**config.mk**
```make
export PLATFORM = sky130hd
export DESIGN_NAME = ecu_opstate_ctrl
export DESIGN_NICKNAME = d
export VERILOG_FILES = /design/src/inc/ecu_opstate_pkg.sv /design/src/logic/ecu_opstate_ctrl.sv /design/src/logic/ovf_timer.sv /design/src/logic/pin_sync.sv
export SDC_FILE = /design/constraint.sdc
export NUM_CORES = 1
export LEC_CHECK = 0
export BUFFER_PORTS_ARGS = -buffer_cell sky130_fd_sc_hd__clkbuf_2
export CAP_MARGIN = 0
export CORE_MARGIN = 1.5
export CORE_UTILIZATION = 52
export DETAILED_ROUTE_END_ITERATION = 6
export MAX_ROUTING_LAYER = met4
export PLACE_DENSITY = 0.78
export SLEW_MARGIN = 25
export SYNTH_ARGS = -nofsm -noshare
export SYNTH_HDL_FRONTEND = slang
export SYNTH_SLANG_ARGS = --single-unit
export TNS_END_PERCENT = 10
```
**constraint.sdc**
```tcl
create_clock -name hclk -period 6.6 [get_ports hclk]
set_input_delay 0.33 -clock hclk [delete_from_list [all_inputs] [get_ports hclk]]
set_output_delay 0.33 -clock hclk [all_outputs]
set_load 0.1 [all_outputs]
```
**src/inc/ecu_opstate_pkg.sv**
```systemverilog
// Purpose: Shared constants for the ECU operation state controller
// Assumes: 25 MHz hclk, 32-bit AHB-Lite register bus, word access only
// Notes:   Byte offsets, field positions, reset values and timing
//          figures live here only

// ==============================================================
// Package
package ecu_opstate_pkg;

  // Clock and time base
  localparam int CLK_HZ = 25_000_000;
  localparam int US_HZ = 1_000_000;
  localparam int US_CYC = CLK_HZ / US_HZ;
  // Timer spans in microseconds (plain defaults)
  localparam int RAMP_TIME_US = 2000;
  localparam int PD_TIME_US = 2000;
  localparam int TMR_W = 16;

  // Register byte offsets
  localparam logic [7:0] OFS_CFG = 8'h00;
  localparam logic [7:0] OFS_STAT = 8'h04;
  localparam logic [7:0] OFS_CMD = 8'h08;
  localparam logic [7:0] OFS_IRQ_STS = 8'h0C;
  localparam logic [7:0] OFS_IRQ_MSK = 8'h10;

  // Field positions
  localparam int CFG_AE_BIT = 0;
  localparam int CFG_AR_BIT = 1;
  localparam int STAT_MR_BIT = 8;
  localparam int STAT_RELAY_BIT = 9;
  localparam int CMD_WAKE_CLEAR_SELECT_BIT = 0;
  localparam int EV_STATE = 0;
  localparam int EV_RAMPFAIL = 1;
  localparam int EV_PWRDN = 2;
  localparam int EV_ARRESET = 3;
  localparam int EV_W = 4;

  // Reset values
  localparam logic [1:0] CFG_RST = 2'h0;
  localparam logic MR_RST = 1'b0;
  localparam logic WAKE_CLEAR_SELECT_RST = 1'b0;
  localparam logic [EV_W-1:0] IRQ_MSK_RST = 4'h0;
  localparam logic [2:0] HSIZE_WORD = 3'h2;

  // Operation states, one-hot
  typedef enum logic [6:0] {
    ST_SLEEP = 7'h01,
    ST_RAMP = 7'h02,
    ST_NORMAL = 7'h04,
    ST_AFTERRUN = 7'h08,
    ST_ARRESET = 7'h10,
    ST_PWRDN = 7'h20,
    ST_WAKE_CLEAR_SELECT = 7'h40
  } op_state_e;

endpackage : ecu_opstate_pkg

```
**src/logic/ecu_opstate_ctrl.sv**
```systemverilog
// Purpose: ECU supply ramp-up/shut-down operation state controller
// Assumes: Key, wake and supply comparators arrive as async pins;
//          watchdog overflow flags come from logic on hclk
// Notes:   AHB-Lite slave, one wait state per transfer
//
// What this block does
// Seven operation states cover full sequence
// Sleep keeps main relay off, ECU unsupplied
// Standby rail and wake circuits live in sleep
// Ramp state while wake high, rails undervoltage
// Wake start must finish before ramp timeout
// Normal drives relay from battery or status bit
// Afterrun keeps whole ECU supplied
// Afterrun reset bit forces reset before normal
// Power-down cuts rails, holds relay, blocks outputs
// Power-down stays supplied until main rail zero
// Wake clear runs command per select bit
// Wake clear resets lingering wake signals
// Ramp to wake clear on timeout, key low
// Normal to afterrun when key low, enabled
// Key back without reset bit re-enters normal
// Afterrun reset leaves for normal next edge
// Reset clears state; wakes then pick ramp
// One unique state code, reported in status
`timescale 1ns/1ps

// ==============================================================
// Top level
module ecu_opstate_ctrl
  import ecu_opstate_pkg::*;
#(
  parameter int RAMP_US = RAMP_TIME_US,
  parameter int PD_US = PD_TIME_US
) (
  // Clock and reset
  input wire logic hclk,
  input wire logic hresetn,
  // AHB-Lite slave
  input wire logic hsel,
  input wire logic [31:0] haddr,
  input wire logic [1:0] htrans,
  input wire logic hwrite,
  input wire logic [2:0] hsize,
  input wire logic [31:0] hwdata,
  input wire logic hready,
  output logic hreadyout,
  output logic hresp,
  output logic [31:0] hrdata,
  // Wake and supply pins
  input wire logic key_pin,
  input wire logic wake_pin_input,
  input wire logic can_wake,
  input wire logic eot_wake,
  input wire logic main_5v_ok,
  input wire logic main_5v_zero,
  input wire logic battery_ok,
  input wire logic standby_battery_pin,
  // Watchdog events on hclk
  input wire logic powerdown_counter_overflow,
  input wire logic secure_shutoff_timer_expired,
  // Supply and relay controls
  output logic main_relay_on,
  output logic main_5v_en,
  output logic sensor_rail_en,
  output logic standby_5v_en,
  output logic wake_circuit_en,
  output logic internal_supply_en,
  output logic ext_func_en,
  output logic monitor_reset_output_n,
  // Wake clear and status
  output logic wake_clear,
  output logic wake_clear_mode,
  output logic [6:0] state_code,
  output logic irq
);

  // ============================================================
  // Input conditioning
  logic [7:0] pins_s;
  logic key_s, wake_s, v5v_ok_s, v5v_zero_s, batt_s, stby_s;
  logic ramp_ovf, pd_ovf, shut;

  pin_sync #(.W(8)) u_sync (
    .hclk(hclk),
    .hresetn(hresetn),
    .pin_in({standby_battery_pin, battery_ok, main_5v_zero,
      main_5v_ok, eot_wake, can_wake, wake_pin_input, key_pin}),
    .pin_out(pins_s)
  );

  // Any one wake source counts as wake
  assign key_s = pins_s[0];
  assign wake_s = pins_s[1] | pins_s[2] | pins_s[3];
  assign v5v_ok_s = pins_s[4];
  assign v5v_zero_s = pins_s[5];
  assign batt_s = pins_s[6];
  assign stby_s = pins_s[7];
  assign shut = powerdown_counter_overflow
    | secure_shutoff_timer_expired;

  // ============================================================
  // Microsecond tick divider
  localparam int DIV_W = $clog2(US_CYC);
  localparam logic [DIV_W-1:0] DIV_LAST = DIV_W'(US_CYC - 1);
  logic [DIV_W-1:0] div_r, div_nxt;
  logic tick_r, tick_nxt;

  always_comb
  begin
    tick_nxt = (div_r == DIV_LAST);
    div_nxt = tick_nxt ? '0 : div_r + 1'b1;
  end

  always_ff @(posedge hclk or negedge hresetn)
  begin
    if (!hresetn)
    begin
      div_r <= '0;
      tick_r <= 1'b0;
    end
    else
    begin
      div_r <= div_nxt;
      tick_r <= tick_nxt;
    end
  end

  // ============================================================
  // Operation state machine
  op_state_e st_r, st_nxt;
  logic relay_r, relay_nxt;
  logic [7:0] outs_r, outs_nxt;
  logic ae, ar, mr_r, wake_clear_select_sel_r;

  // Ramp timer only runs while the rails come up
  ovf_timer #(.W(TMR_W), .LIMIT(RAMP_US)) u_ramp_tmr (
    .hclk(hclk),
    .hresetn(hresetn),
    .run(st_r == ST_RAMP),
    .tick(tick_r),
    .expired(ramp_ovf)
  );

  // Power-down timer runs only in general power-down
  ovf_timer #(.W(TMR_W), .LIMIT(PD_US)) u_pd_tmr (
    .hclk(hclk),
    .hresetn(hresetn),
    .run(st_r == ST_PWRDN),
    .tick(tick_r),
    .expired(pd_ovf)
  );

  // Next state; watchdog shut-off outranks afterrun entry
  always_comb
  begin
    st_nxt = st_r;
    case (st_r)
      ST_SLEEP:
        if (key_s || wake_s) st_nxt = ST_RAMP;
      ST_RAMP:
        if (!key_s && !wake_s) st_nxt = ST_SLEEP;
        else if (v5v_ok_s) st_nxt = ST_NORMAL;
        else if (!key_s && ramp_ovf) st_nxt = ST_WAKE_CLEAR_SELECT;
      ST_NORMAL:
        if (!key_s && shut) st_nxt = ST_PWRDN;
        else if (!key_s && ae) st_nxt = ST_AFTERRUN;
        else if (!key_s && !wake_s) st_nxt = ST_SLEEP;
      ST_AFTERRUN:
        if (shut) st_nxt = ST_PWRDN;
        else if (key_s && ar) st_nxt = ST_ARRESET;
        else if (key_s) st_nxt = ST_NORMAL;
        else if (!ae && !wake_s) st_nxt = ST_SLEEP;
      ST_ARRESET:
        st_nxt = ST_NORMAL;
      ST_PWRDN:
        if (pd_ovf && v5v_zero_s) st_nxt = ST_WAKE_CLEAR_SELECT;
      ST_WAKE_CLEAR_SELECT:
        if (key_s) st_nxt = ST_RAMP;
        else if (!wake_s) st_nxt = ST_SLEEP;
      default:
        st_nxt = ST_SLEEP;
    endcase
  end

  // Relay follows the state being entered, so no stale cycle
  always_comb
  begin
    case (st_nxt)
      ST_RAMP: relay_nxt = batt_s;
      ST_NORMAL, ST_AFTERRUN, ST_ARRESET:
        relay_nxt = batt_s | mr_r;
      ST_PWRDN: relay_nxt = relay_r;
      default: relay_nxt = 1'b0;
    endcase
  end

  // Output word: {monrst_n,ext,int,wkc,sens,main}, stby, wkc_mode
  always_comb
  begin
    outs_nxt = '0;
    outs_nxt[0] = st_nxt inside {ST_RAMP, ST_NORMAL,
      ST_AFTERRUN, ST_ARRESET};
    outs_nxt[1] = st_nxt inside {ST_NORMAL, ST_AFTERRUN,
      ST_ARRESET};
    outs_nxt[2] = (st_nxt == ST_WAKE_CLEAR_SELECT);
    outs_nxt[3] = (st_nxt != ST_SLEEP);
    outs_nxt[4] = st_nxt inside {ST_NORMAL, ST_AFTERRUN};
    outs_nxt[5] = st_nxt inside {ST_NORMAL, ST_AFTERRUN};
    outs_nxt[6] = stby_s;
    outs_nxt[7] = wake_clear_select_sel_r;
  end

  always_ff @(posedge hclk or negedge hresetn)
  begin
    if (!hresetn)
    begin
      st_r <= ST_SLEEP;
      relay_r <= 1'b0;
      outs_r <= '0;
    end
    else
    begin
      st_r <= st_nxt;
      relay_r <= relay_nxt;
      outs_r <= outs_nxt;
    end
  end

  assign main_relay_on = relay_r;
  assign main_5v_en = outs_r[0];
  assign sensor_rail_en = outs_r[1];
  assign wake_clear = outs_r[2];
  assign internal_supply_en = outs_r[3];
  assign ext_func_en = outs_r[4];
  assign monitor_reset_output_n = outs_r[5];
  assign standby_5v_en = outs_r[6];
  assign wake_circuit_en = outs_r[6];
  assign wake_clear_mode = outs_r[7];
  assign state_code = st_r;

  // ============================================================
  // Register bus and interrupts
  logic dph_r, dph_nxt, wr_r, wr_nxt, ok_r, ok_nxt;
  logic [7:0] adr_r, adr_nxt;
  logic [1:0] cfg_r, cfg_nxt;
  logic mr_nxt, wake_clear_select_sel_nxt;
  logic [EV_W-1:0] sts_r, sts_nxt, msk_r, msk_nxt, ev;
  logic [31:0] rd_r, rd_nxt;
  logic wen;

  assign ae = cfg_r[CFG_AE_BIT];
  assign ar = cfg_r[CFG_AR_BIT];

  // Hardware events for the sticky status
  always_comb
  begin
    ev = '0;
    ev[EV_STATE] = (st_nxt != st_r);
    ev[EV_RAMPFAIL] = (st_r == ST_RAMP) && (st_nxt == ST_WAKE_CLEAR_SELECT);
    ev[EV_PWRDN] = (st_r != ST_PWRDN) && (st_nxt == ST_PWRDN);
    ev[EV_ARRESET] = (st_nxt == ST_ARRESET);
  end

  // Writes land in the wait cycle; set beats write-one-clear
  always_comb
  begin
    dph_nxt = 1'b0;
    adr_nxt = adr_r;
    wr_nxt = wr_r;
    ok_nxt = ok_r;
    if (!dph_r && hsel && htrans[1] && hready)
    begin
      dph_nxt = 1'b1;
      adr_nxt = haddr[7:0];
      wr_nxt = hwrite;
      ok_nxt = (haddr[31:8] == '0) && (hsize == HSIZE_WORD);
    end
    wen = dph_r && wr_r && ok_r;
    cfg_nxt = cfg_r;
    mr_nxt = mr_r;
    wake_clear_select_sel_nxt = wake_clear_select_sel_r;
    msk_nxt = msk_r;
    sts_nxt = sts_r;
    if (wen && adr_r == OFS_CFG) cfg_nxt = hwdata[1:0];
    if (wen && adr_r == OFS_STAT) mr_nxt = hwdata[STAT_MR_BIT];
    if (wen && adr_r == OFS_CMD)
      wake_clear_select_sel_nxt = hwdata[CMD_WAKE_CLEAR_SELECT_BIT];
    if (wen && adr_r == OFS_IRQ_MSK) msk_nxt = hwdata[EV_W-1:0];
    if (wen && adr_r == OFS_IRQ_STS)
      sts_nxt = sts_r & ~hwdata[EV_W-1:0];
    sts_nxt = sts_nxt | ev;
    rd_nxt = rd_r;
    if (dph_r)
    begin
      rd_nxt = '0;
      if (ok_r && !wr_r)
        case (adr_r)
          OFS_CFG: rd_nxt[1:0] = cfg_r;
          OFS_STAT: rd_nxt = {22'h00_0000, relay_r, mr_r, 1'b0,
            st_r};
          OFS_CMD: rd_nxt[CMD_WAKE_CLEAR_SELECT_BIT] = wake_clear_select_sel_r;
          OFS_IRQ_STS: rd_nxt[EV_W-1:0] = sts_r;
          OFS_IRQ_MSK: rd_nxt[EV_W-1:0] = msk_r;
          default: rd_nxt = '0;
        endcase
    end
  end

  always_ff @(posedge hclk or negedge hresetn)
  begin
    if (!hresetn)
    begin
      dph_r <= 1'b0;
      adr_r <= '0;
      wr_r <= 1'b0;
      ok_r <= 1'b0;
      cfg_r <= CFG_RST;
      mr_r <= MR_RST;
      wake_clear_select_sel_r <= WAKE_CLEAR_SELECT_RST;
      msk_r <= IRQ_MSK_RST;
      sts_r <= '0;
      rd_r <= '0;
    end
    else
    begin
      dph_r <= dph_nxt;
      adr_r <= adr_nxt;
      wr_r <= wr_nxt;
      ok_r <= ok_nxt;
      cfg_r <= cfg_nxt;
      mr_r <= mr_nxt;
      wake_clear_select_sel_r <= wake_clear_select_sel_nxt;
      msk_r <= msk_nxt;
      sts_r <= sts_nxt;
      rd_r <= rd_nxt;
    end
  end

  // Wait state lets the read follow a write issued just before
  assign hreadyout = !dph_r;
  assign hresp = 1'b0;
  assign hrdata = rd_r;
  assign irq = |(sts_r & msk_r);
endmodule : ecu_opstate_ctrl

```
**src/logic/ovf_timer.sv**
```systemverilog
// Purpose: Tick counter that flags overflow while it is kept running
// Assumes: tick is a one-cycle enable from a divider
// Notes:   Dropping run clears count and flag at once
`timescale 1ns/1ps

// ==============================================================
// Overflow timer
module ovf_timer #(
  parameter int W = 16,
  parameter int LIMIT = 2000
) (
  // Clock and reset
  input wire logic hclk,
  input wire logic hresetn,
  // Control
  input wire logic run,
  input wire logic tick,
  // Result
  output logic expired
);

  if (LIMIT < 1 || LIMIT >= (1 << W))
  begin : g_chk
    $error("ovf_timer LIMIT does not fit W");
  end

  localparam logic [W-1:0] LAST = W'(LIMIT - 1);
  logic [W-1:0] cnt_r, cnt_nxt;
  logic exp_r, exp_nxt;

  // Count ticks, latch the overflow until run falls
  always_comb
  begin
    cnt_nxt = '0;
    exp_nxt = 1'b0;
    if (run)
    begin
      exp_nxt = exp_r || (tick && cnt_r == LAST);
      cnt_nxt = (tick && !exp_r) ? cnt_r + 1'b1 : cnt_r;
    end
  end

  always_ff @(posedge hclk or negedge hresetn)
  begin
    if (!hresetn)
    begin
      cnt_r <= '0;
      exp_r <= 1'b0;
    end
    else
    begin
      cnt_r <= cnt_nxt;
      exp_r <= exp_nxt;
    end
  end

  assign expired = exp_r;

endmodule : ovf_timer

```
**src/logic/pin_sync.sv**
```systemverilog
// Purpose: Three-stage synchroniser with agreement filter per bit
// Assumes: Inputs are asynchronous to hclk
// Notes:   Output moves only when stages two and three agree
`timescale 1ns/1ps

// ==============================================================
// Synchroniser
module pin_sync #(
  parameter int W = 1
) (
  // Clock and reset
  input wire logic hclk,
  input wire logic hresetn,
  // Pins in, filtered levels out
  input wire logic [W-1:0] pin_in,
  output logic [W-1:0] pin_out
);

  logic [W-1:0] s1_r, s2_r, s3_r, out_r, out_nxt;

  // Stage one feeds only stage two
  genvar i;
  for (i = 0; i < W; i++)
  begin : g_bit
    always_comb
    begin
      out_nxt[i] = (s2_r[i] == s3_r[i]) ? s3_r[i] : out_r[i];
    end
  end

  always_ff @(posedge hclk or negedge hresetn)
  begin
    if (!hresetn)
    begin
      s1_r <= '0;
      s2_r <= '0;
      s3_r <= '0;
      out_r <= '0;
    end
    else
    begin
      s1_r <= pin_in;
      s2_r <= s1_r;
      s3_r <= s2_r;
      out_r <= out_nxt;
    end
  end

  assign pin_out = out_r;

endmodule : pin_sync

```
==> run_results.csv, run 1 <==
group,metric,value,unit
grt,grt_pass1_vias,3932,
die,die_h,106,um
die,io_pins,136,
routing,drt_first_pass_iters,4,
critical_path,slowest_stage,"or4_1",
layout,area_delta_synth_final,22.7,%
logic_synthesis,synth_simple_gate_area_share,20.4,%
timing,fin_tns_setup,0,ns
grt,antenna_found_initial,0,
clocking,cts-root-buf,"clkbuf_8",
critical_path,crit_required,7.00,ns
logic_synthesis,synth_top_family_by_area,"simple AND/OR/NAND/NOR gates",
clocking,cts_buffer_depth,2,
routing,via_count,4173,
logic_synthesis,synthMuxAreaShare,2.62,%
logic_synthesis,synth_flop_cell,"dfrtp_1",
worst_hold_path,worstHoldPathType,"input port to flip-flop",
critical_path,critPathBufInv,0,
critical_path,critPathKind,"flip-flop to flip-flop",
layout,fillCellCount,835,
routing,post_drt_wl_per_cell,15.0,um
logic_synthesis,async_reset_ff_share,100,%
logic_synthesis,mappedNetlistArea,5490,um2
logic_synthesis,synthCells,509,
die,placementRows,37,
flow_run,cap_violations,0,
critical_path,end_kind,"flip-flop",
clocking,clkLatencyLatePin,0.52,ns
clocking,cts_tree,"yes",
routing,drt_iter0_markers,196,
power_and_ir_drop,leakage,0.00307,uW
timing,fin_skew,0.00811,ns
die,die_w,106,um
placement,placedInstanceArea,5920,um2
timing,setup_viol,0,
layout,fin_area,6740,um2
critical_path,worstPathMaxFanout,21,
grt,grt_max_degree,84,
clocking,htree_levels,4,
critical_path,cpLargestDelayFamily,"simple AND/OR/NAND/NOR gates",
timing,drv_slew,0,
timing,fmaxAchievable,0.328,GHz
placement,place_inst,713,
layout,drive_above_1_share,23.0,%
logic_synthesis,ys_warn_count,0,
clocking,cts_sinks,119,
grt,grt_overflow,0,
critical_path,cp_slowest_stage_delay,0.70,ns
layout,diodes,0,
critical_path,start_kind,"flip-flop",
routing,wirelength,11.4,mm
routing,route.detailed.drc,0,
routing,vias_per_cell,5.48,
layout,nets,700,
logic_synthesis,synth-edff-count,0,
placement,place.gp.congestion,0.875,
die,core,10300,um2
grt,gr-usage-all-layers,22.7,%
clocking,post_cts_buffers,0,
critical_path,cp.arrival,3.45,ns
outcome,run_status,"finished clean",
die,initial_core_util,53.4,%
logic_synthesis,synth_compound_area_share,10.2,%
placement,place_hpwl,7.86,mm
timing,fin_crit_sh,46.2,%
placement,io_buffer_count,83,
power_and_ir_drop,ir_drop,0.258,mV
logic_synthesis,yosysUniqueCellTypes,70,
critical_path,path_cells,"nor4_4, nand3_1, or4_1, a32oi_1, nand4_1, a2111o_1",
timing,relSlewSlack,47.0,%
layout,instances_no_fill,761,
layout,final_common_cell,"dfrtp_1",
timing,worst_pin_slew,0.792,ns
grt,grt_pass1_wl,19.2,mm
logic_synthesis,synth-seq-cells,119,
logic_synthesis,synth_fa_ha_area_share,2.37,%
layout,final_cell_mix,"118 x dfrtp_1, 82 x clkbuf_2, 57 x nand2_1",
logic_synthesis,synth.avg_cell_area,10.8,um2
clocking,clk_pin_slew_worst_paths,0.06,ns
timing,rsz0062_at_grt,"false",
timing,finalHoldViolCount,0,
logic_synthesis,ys_seq_area_share,54.3,%
clocking,numCtsBuffers,17,
routing,drtAntennaViolNets,0,
logic_synthesis,synth-xor-area-share,4.63,%
timing,fin_crit,3.05,ns
power_and_ir_drop,power_density,344,nW/um2
die,dieArea,11200,um2
==> cells in the mapped netlist (8+ instances only) <==
master	instances	area, um2
a21oi_1	11	55.1
and3_1	8	50.1
buf_4	26	195
clkbuf_1	8	30.0
dfrtp_1	118	2950
inv_1	10	37.5
maj3_1	8	80.1
mux2_2	11	124
nand2_1	57	214
nand3_1	15	75.1
nand4_1	11	68.8
nor2_1	44	165
nor3_1	13	65.1
o21ai_0	12	60.1
or3_1	11	68.8
xnor2_1	10	87.6
xor2_1	19	166
==> cells by family (layout without fill, tap and decap cells) <==
logic type	count (synthesis)	count (layout)
mux	13	13
other cells	1	24
xor+xnor	29	29
flops	119	119
fa+ha+maj	12	12
simple gates	207	207
buf+inv	50	143
compound gates	78	78
==> sequential cells by signal (all words and copies together), names as in the netlist, 2 cells and up <==
register / count
hrdata: 9
sts_r: 4
u_sync.s2_r: 8
state_code: 7
outs_r: 7
cfg_r: 2
u_ramp_tmr.cnt_r: 16
msk_r: 4
u_sync.pin_out: 8
u_sync.s3_r: 8
u_pd_tmr.cnt_r: 16
div_r: 5
u_sync.s1_r: 8
adr_r: 8
==> routing by layer <==
layer | wire length (um) | vias up | track usage [%]
li1 | - | 1979 | -
met1 | 5190 | 2053 | 30.0
met2 | 5430 | 124 | 33.8
met3 | 581 | 17 | 5.26
met4 | 199 | 0 | 9.17
met5 | 0 | - | -
==> worst paths after layout <==
check                          startpoint                    to  slack [ns]  cells past startpoint
max in group asynchronous         hresetn  u_ramp_tmr.cnt_r[13]        5.22                      3
min                              haddr[1]              adr_r[1]        0.03                      3
max reg2reg                 state_code[4]              sts_r[0]        3.55                      6
min in group asynchronous         hresetn              msk_r[1]        0.31                      2
max                         state_code[4]              sts_r[0]        3.55                      6
min reg2reg                u_sync.s1_r[4]        u_sync.s2_r[4]        0.35                      0
==> worst register-to-register path: stages, from the launching register on <==
cell      delay, ns
dfrtp_1        0.56
nor4_4         0.34
nand3_1        0.60
or4_1          0.71
a32oi_1        0.20
nand4_1        0.12
a2111o_1       0.40
==> report_power, final <==
part	leakage, uW	switching, uW	internal, uW
clock	0.000314	316	697
combinational	0.00122	356	114
sequential	0.00153	57.9	779
==> per-stage QoR <==
step	power [uW]	hold WS (ns)	setup slack, ns	util, %
after floorplan	1230	0.0344	3.88	-
after global placement	1300	0.302	3.63	57.6
after detailed placement	1310	0.309	3.58	57.6
after CTS	2340	0.00174	3.58	65.5
after global routing	2410	0.0254	3.36	65.6
final	2320	0.0296	3.55	65.6
==> layout make-up <==
class	instances	area, um2	share of cell area [%]
Multi-Input combinational cell	363	2300	34.1
Sequential cell	119	2980	44.2
Inverter	11	41.3	0.613
Clock inverter	13	226	3.36
Tap cell	136	170	2.53
Clock buffer	19	432	6.41
Timing Repair Buffer	100	589	8.75
==> repair_timing <==
action / 4_1_cts / 5_1_grt
endpoints found under the hold margin: 51 / 0
hold buffers: 16 / 0
resized for setup: 0 / 0
Power figures use the tool's default switching activity.
==> run 2, diff against run 1 <==
--- a/config.mk
+++ b/config.mk
@@ -8,10 +8,10 @@
 export BUFFER_PORTS_ARGS = -buffer_cell sky130_fd_sc_hd__clkbuf_2
 export CAP_MARGIN = 0
 export CORE_MARGIN = 1.5
-export CORE_UTILIZATION = 52
+export CORE_UTILIZATION = 48
 export DETAILED_ROUTE_END_ITERATION = 6
 export MAX_ROUTING_LAYER = met4
-export PLACE_DENSITY = 0.78
+export PLACE_DENSITY = 0.76
 export SLEW_MARGIN = 25
 export SYNTH_ARGS = -nofsm -noshare
 export SYNTH_HDL_FRONTEND = slang
==> constraint.sdc (replaced) <==
create_clock -name hclk -period 2.6 [get_ports hclk]
set_input_delay 0.13 -clock hclk [delete_from_list [all_inputs] [get_ports hclk]]
set_output_delay 0.13 -clock hclk [all_outputs]
set_load 0.1 [all_outputs]
==> run 2 against run 1 <==
Net effect: total power increased by 140%; non-clock buffer count increased by 20; sequential power increased to 2.5 times the previous value; fmax increased by 27%; largest power group unchanged; highest routed layer unchanged.
==> run_results.csv, run 2 (same netlist as run 1, synthesis figures left out) <==
group,metric,value,unit
timing,fin_hold_ws,0.0353,ns
worst_hold_path,whs_path_depth,2,
die,die_w,110,um
timing,finalWorstSetupSlack,0.194,ns
timing,fin_crit_sh,92.5,%
grt,grt_overflow,0,
placement,placedInstanceArea,6020,um2
critical_path,end_kind,"flip-flop",
die,initial_core_util,50.0,%
routing,route.detailed.drc,0,
critical_path,cpLargestDelayFamily,"simple AND/OR/NAND/NOR gates",
worst_hold_path,worstHoldPathType,"input port to flip-flop",
clocking,clkLatencyLatePin,0.42,ns
critical_path,crit-reg2reg-capture,"sts_r[0]",
grt,grt_pass1_vias,4319,
critical_path,slowest_stage,"or4_4",
routing,drtAntennaViolNets,0,
power_and_ir_drop,combPwrFrac,23.0,%
critical_path,r2r_cells,6,
clocking,post_cts_buffers,0,
power_and_ir_drop,p_int,3640,uW
power_and_ir_drop,leakage,0.00312,uW
placement,place.gp.congestion,0.871,
critical_path,reg2reg_from,"state_code[4]",
timing,fmaxAchievable,0.416,GHz
flow_run,cap_violations,0,
grt,grt_pass1_wl,20.7,mm
clocking,cts_buffer_depth,2,
clocking,numCtsBuffers,17,
worst_hold_path,hp-start,"hwdata[0]",
clocking,cts_tree,"yes",
die,dieArea,12100,um2
timing,fin_crit,2.41,ns
die,placementRows,38,
critical_path,critPathBufInv,0,
critical_path,reg2reg_slack,0.19,ns
clocking,htree_levels,4,
layout,nets,720,
layout,diodes,0,
power_and_ir_drop,switchingPower,1970,uW
power_and_ir_drop,p_total,5600,uW
timing,relSlewSlack,57.5,%
die,io_pins,136,
routing,via_count,4281,
critical_path,worstPathMaxFanout,10,
grt,gr-usage-all-layers,23.4,%
layout,final_cell_mix,"113 x dfrtp_1, 82 x clkbuf_2, 57 x nand2_1",
placement,io_buffer_count,83,
timing,drv_slew,0,
die,die_h,110,um
layout,final_common_cell,"dfrtp_1",
power_and_ir_drop,power_frac_clock,39.5,%
power_and_ir_drop,p_seq_share,37.5,%
power_and_ir_drop,power_density,818,nW/um2
placement,place_hpwl,8.35,mm
routing,vias_per_cell,5.45,
critical_path,cp_slowest_stage_delay,0.57,ns
clocking,cts-root-buf,"clkbuf_16",
layout,drive_above_1_share,25.1,%
critical_path,critPathKind,"flip-flop to flip-flop",
clocking,clk_pin_slew_worst_paths,0.06,ns
grt,antenna_found_initial,0,
layout,area_delta_synth_final,24.7,%
timing,fin_tns_setup,0,ns
placement,dpl_worst_slack,0.235,ns
layout,fillCellCount,855,
die,core,11000,um2
timing,rsz0062_at_grt,"false",
timing,setup_viol,0,
critical_path,start_kind,"flip-flop",
grt,grt_max_degree,52,
critical_path,cp.arrival,2.70,ns
timing,worst_pin_slew,0.622,ns
worst_hold_path,hold_path_end,"cfg_r[0]",
clocking,cts_sinks,119,
routing,wirelength,12.2,mm
timing,fin_skew,0.00585,ns
power_and_ir_drop,ir_drop,0.979,mV
timing,finalHoldViolCount,0,
routing,post_drt_wl_per_cell,15.6,um
critical_path,path_cells,"or4_4, or3_4, o22a_1, nor3_2, a31oi_1, a2111o_1",
critical_path,crit_required,2.89,ns
routing,drt_first_pass_iters,5,
routing,drt_iter0_markers,308,
layout,fin_area,6850,um2
outcome,run_status,"finished clean",
power_and_ir_drop,netSwitchingFraction,35.1,%
-- run 2: changes by cell type in the layout (fill, tap and decap cells not counted), moves of 2 or more --
cell,delta
bufinv_16,-5
dfrtp_2,+5
buf_4,+11
clkinv_4,+3
dlygate4sd3_1,+9
clkbuf_8,-2
dfrtp_1,-5
inv_6,+6
-- run 2: layer usage --
layer | vias up | wire length [um] | GRT usage [%]
met4 | 0 | 324 | 11.8
met5 | - | 0 | -
li1 | 2025 | - | -
met2 | 140 | 5840 | 35.8
met1 | 2093 | 5400 | 29.4
met3 | 23 | 662 | 4.98
-- run 2: how the worst max path moves through the flow --
stage	startpoint	end	slack, ns	cells after the start
3_5_place_dp	state_code[5]	sts_r[0]	0.24	6
5_1_grt	cfg_r[0]	main_relay_on	0.04	6
6_report	state_code[4]	sts_r[0]	0.19	6
3_3_place_gp	state_code[5]	sts_r[0]	0.27	6
2_1_floorplan	state_code[3]	outs_r[0]	0.04	6
4_1_cts	hsize[0]	ok_r	0.14	8
-- run 2: timing repair --
item | in CTS | in global routing
hold endpoints to repair | 72 | 0
hold buffers | 26 | 0
gates resized for setup | 0 | 1
endpoints found under the setup margin | 0 | 1
-- run 2: area by class of cell --
class / instances / area, um2 / area share [%]
timing repair buffer: 120 / 771 / 11.3
multi-input combinational: 363 / 2310 / 33.7
sequential: 119 / 2990 / 43.6
clock buffer: 17 / 425 / 6.21
tap: 140 / 175 / 2.56
inverter: 11 / 41.3 / 0.603
clock inverter: 15 / 143 / 2.08
-- run 2: per-stage QoR --
step / utilization [%] / std cells
after floorplan: - / 532
after global placement: 54.8 / 728
after detailed placement: 54.8 / 728
after CTS: 62.4 / 786
after global routing: 62.3 / 785
final: 62.3 / 785
-- run 2: power by group through the flow --
stage | clock network [uW] | logic (uW) | registers, uW
detailed placement | 0 | 1240 | 2130
global route | 2340 | 1370 | 2120
global placement | 0 | 1240 | 2120
finish | 2220 | 1290 | 2100
floorplan | 0 | 693 | 2420
CTS | 2260 | 1280 | 2100
-- run 2: worst reg2reg max path, delay by kind of cell, from the launching register on --
family / cells / cell delay, ns
DFF: 1 / 0.49
and+or+nand+nor: 3 / 1.15
AOI/OAI and AO/OA: 3 / 0.65
==> run 3, diff against run 2 <==
==> constraint.sdc (replaced) <==
create_clock -name hclk -period 2.6 [get_ports hclk]
set_input_delay 0.13 -clock hclk [delete_from_list [all_inputs] [get_ports hclk]]
set_output_delay 0.13 -clock hclk [all_outputs]
set_load 0.02 [all_outputs]
==> run 3 against run 2 <==
Net effect: clock power rose by 18%; die area unchanged; final cell count stayed put; via count increased by 0.82%; critical path depth grew 1; setup slack got worse by 0.019 ns; routed wire length is 0.51% higher; global-route usage fell by 0.75 points; register-to-register slack lost 0.02 ns; critical endpoint unchanged; largest power group unchanged.
==> run_results.csv, run 3 (same netlist as run 1, synthesis figures left out) <==
group,metric,value,unit
worst_hold_path,whs_path_depth,2,
routing,wirelength,12.3,mm
placement,io_buffer_count,83,
clocking,cts_sinks,119,
die,die_h,110,um
placement,place.gp.congestion,0.888,
routing,drt_iter0_markers,298,
timing,fin_tns_setup,0,ns
power_and_ir_drop,combPwrFrac,14.9,%
power_and_ir_drop,p_int,4070,uW
routing,drt_first_pass_iters,5,
worst_hold_path,hp-start,"hwdata[0]",
critical_path,reg2reg_from,"state_code[4]",
clocking,cts_buffer_depth,2,
routing,via_count,4316,
critical_path,worstPathMaxFanout,8,
critical_path,critPathKind,"flip-flop to flip-flop",
grt,grt_overflow,0,
power_and_ir_drop,p_seq_share,37.9,%
clocking,htree_levels,4,
layout,nets,720,
timing,drv_slew,0,
die,placementRows,38,
power_and_ir_drop,switchingPower,1480,uW
critical_path,crit_required,2.90,ns
layout,final_common_cell,"dfrtp_1",
outcome,run_status,"finished clean",
clocking,cts-root-buf,"clkbuf_16",
die,initial_core_util,50.0,%
routing,drtAntennaViolNets,0,
flow_run,cap_violations,0,
placement,placedInstanceArea,6020,um2
power_and_ir_drop,netSwitchingFraction,26.6,%
power_and_ir_drop,p_total,5540,uW
grt,gr-usage-all-layers,22.6,%
timing,setup_viol,0,
routing,route.detailed.drc,0,
clocking,clk_pin_slew_worst_paths,0.06,ns
grt,antenna_found_initial,0,
worst_hold_path,worstHoldPathType,"input port to flip-flop",
grt,grt_max_degree,52,
clocking,clkLatencyLatePin,0.42,ns
layout,final_cell_mix,"118 x dfrtp_1, 82 x clkbuf_2, 57 x nand2_1",
layout,drive_above_1_share,24.3,%
timing,relSlewSlack,57.4,%
routing,vias_per_cell,5.50,
layout,fin_area,6940,um2
timing,rsz0062_at_grt,"false",
critical_path,start_kind,"flip-flop",
clocking,numCtsBuffers,17,
die,io_pins,136,
critical_path,crit-reg2reg-capture,"sts_r[0]",
grt,grt_pass1_wl,20.1,mm
layout,area_delta_synth_final,26.5,%
critical_path,end_kind,"flip-flop",
worst_hold_path,hold_path_end,"msk_r[0]",
clocking,post_cts_buffers,0,
routing,post_drt_wl_per_cell,15.7,um
placement,place_hpwl,8.36,mm
power_and_ir_drop,power_frac_clock,47.3,%
timing,fmaxAchievable,0.412,GHz
clocking,cts_tree,"yes",
timing,worst_pin_slew,0.640,ns
timing,fin_crit_sh,93.3,%
critical_path,reg2reg_slack,0.18,ns
die,die_w,110,um
power_and_ir_drop,power_density,798,nW/um2
critical_path,cp.arrival,2.72,ns
power_and_ir_drop,ir_drop,0.586,mV
timing,fin_skew,0.00545,ns
timing,finalHoldViolCount,0,
timing,fin_crit,2.42,ns
grt,grt_pass1_vias,4255,
die,dieArea,12100,um2
layout,diodes,0,
power_and_ir_drop,leakage,0.00317,uW
critical_path,r2r_cells,7,
die,core,11000,um2
run 3: cell count changes in the layout (fill, tap and decap cells not counted):
cell / before / now
dfrtp_1: 113 / 118
dfrtp_2: 5 / 0
bufinv_16: 1 / 5
inv_6: 6 / 3
clkbuf_8: 0 / 2
clkinv_2: 2 / 0
clkinv_4: 4 / 3
run 3: what timing repair did:
item                                   in CTS  in global routing
endpoints found under the hold margin      70                  0
setup endpoints to repair                   0                  1
resized for setup                           0                  1
hold buffers                               26                  0
run 3: area by class of cell:
cell class	instances	area [um2]
fillers	842	4040
flip-flops and latches	119	2980
multi-input cells	363	2310
repair buffers	120	771
clock buffers	19	453
clock inverters	13	218
well taps	140	175
inverters	11	41.3
run 3: worst max path at each step:
stage | startpoint | endpoint | slack, ns
floorplan | state_code[5] | sts_r[0] | 0.34
global route | state_code[4] | sts_r[0] | 0.05
CTS | haddr[28] | ok_r | 0.04
finish | state_code[4] | sts_r[0] | 0.18
global placement | state_code[0] | sts_r[0] | 0.28
detailed placement | state_code[5] | sts_r[0] | 0.25
run 3: power groups by stage:
stage,Clock (uW),Sequential [uW],Combinational (uW)
5_1_grt,2740,2110,900
3_3_place_gp,0,2120,773
3_5_place_dp,0,2120,783
6_report,2620,2100,825
2_1_floorplan,0,2130,528
4_1_cts,2660,2100,819
run 3: stage by stage:
step	util [%]	cells	setup WS, ns	hold WS [ns]
after floorplan	-	532	0.337	-0.166
after global placement	54.8	728	0.277	0.189
after detailed placement	54.8	728	0.246	0.202
after CTS	63.2	786	0.0407	0.0216
after global routing	63.2	785	0.0458	0.0475
final	63.2	785	0.175	0.0343
run 3: worst max-delay path, stage by stage, from the launching register on:
cell       delay, ns
dfrtp_1         0.45
buf_4           0.20
nor4_2          0.45
nor3b_1         0.35
a2111oi_0       0.16
a211oi_1        0.34
nor2_1          0.07
a2111o_1        0.28
run 3: metal layers:
metal | vias to the layer above | track usage (%) | wire (um)
li1 | 2009 | - | -
met3 | 30 | 4.62 | 619
met1 | 2126 | 28.7 | 5460
met4 | 0 | 10.6 | 286
met2 | 151 | 35.0 | 5920
met5 | - | - | 0
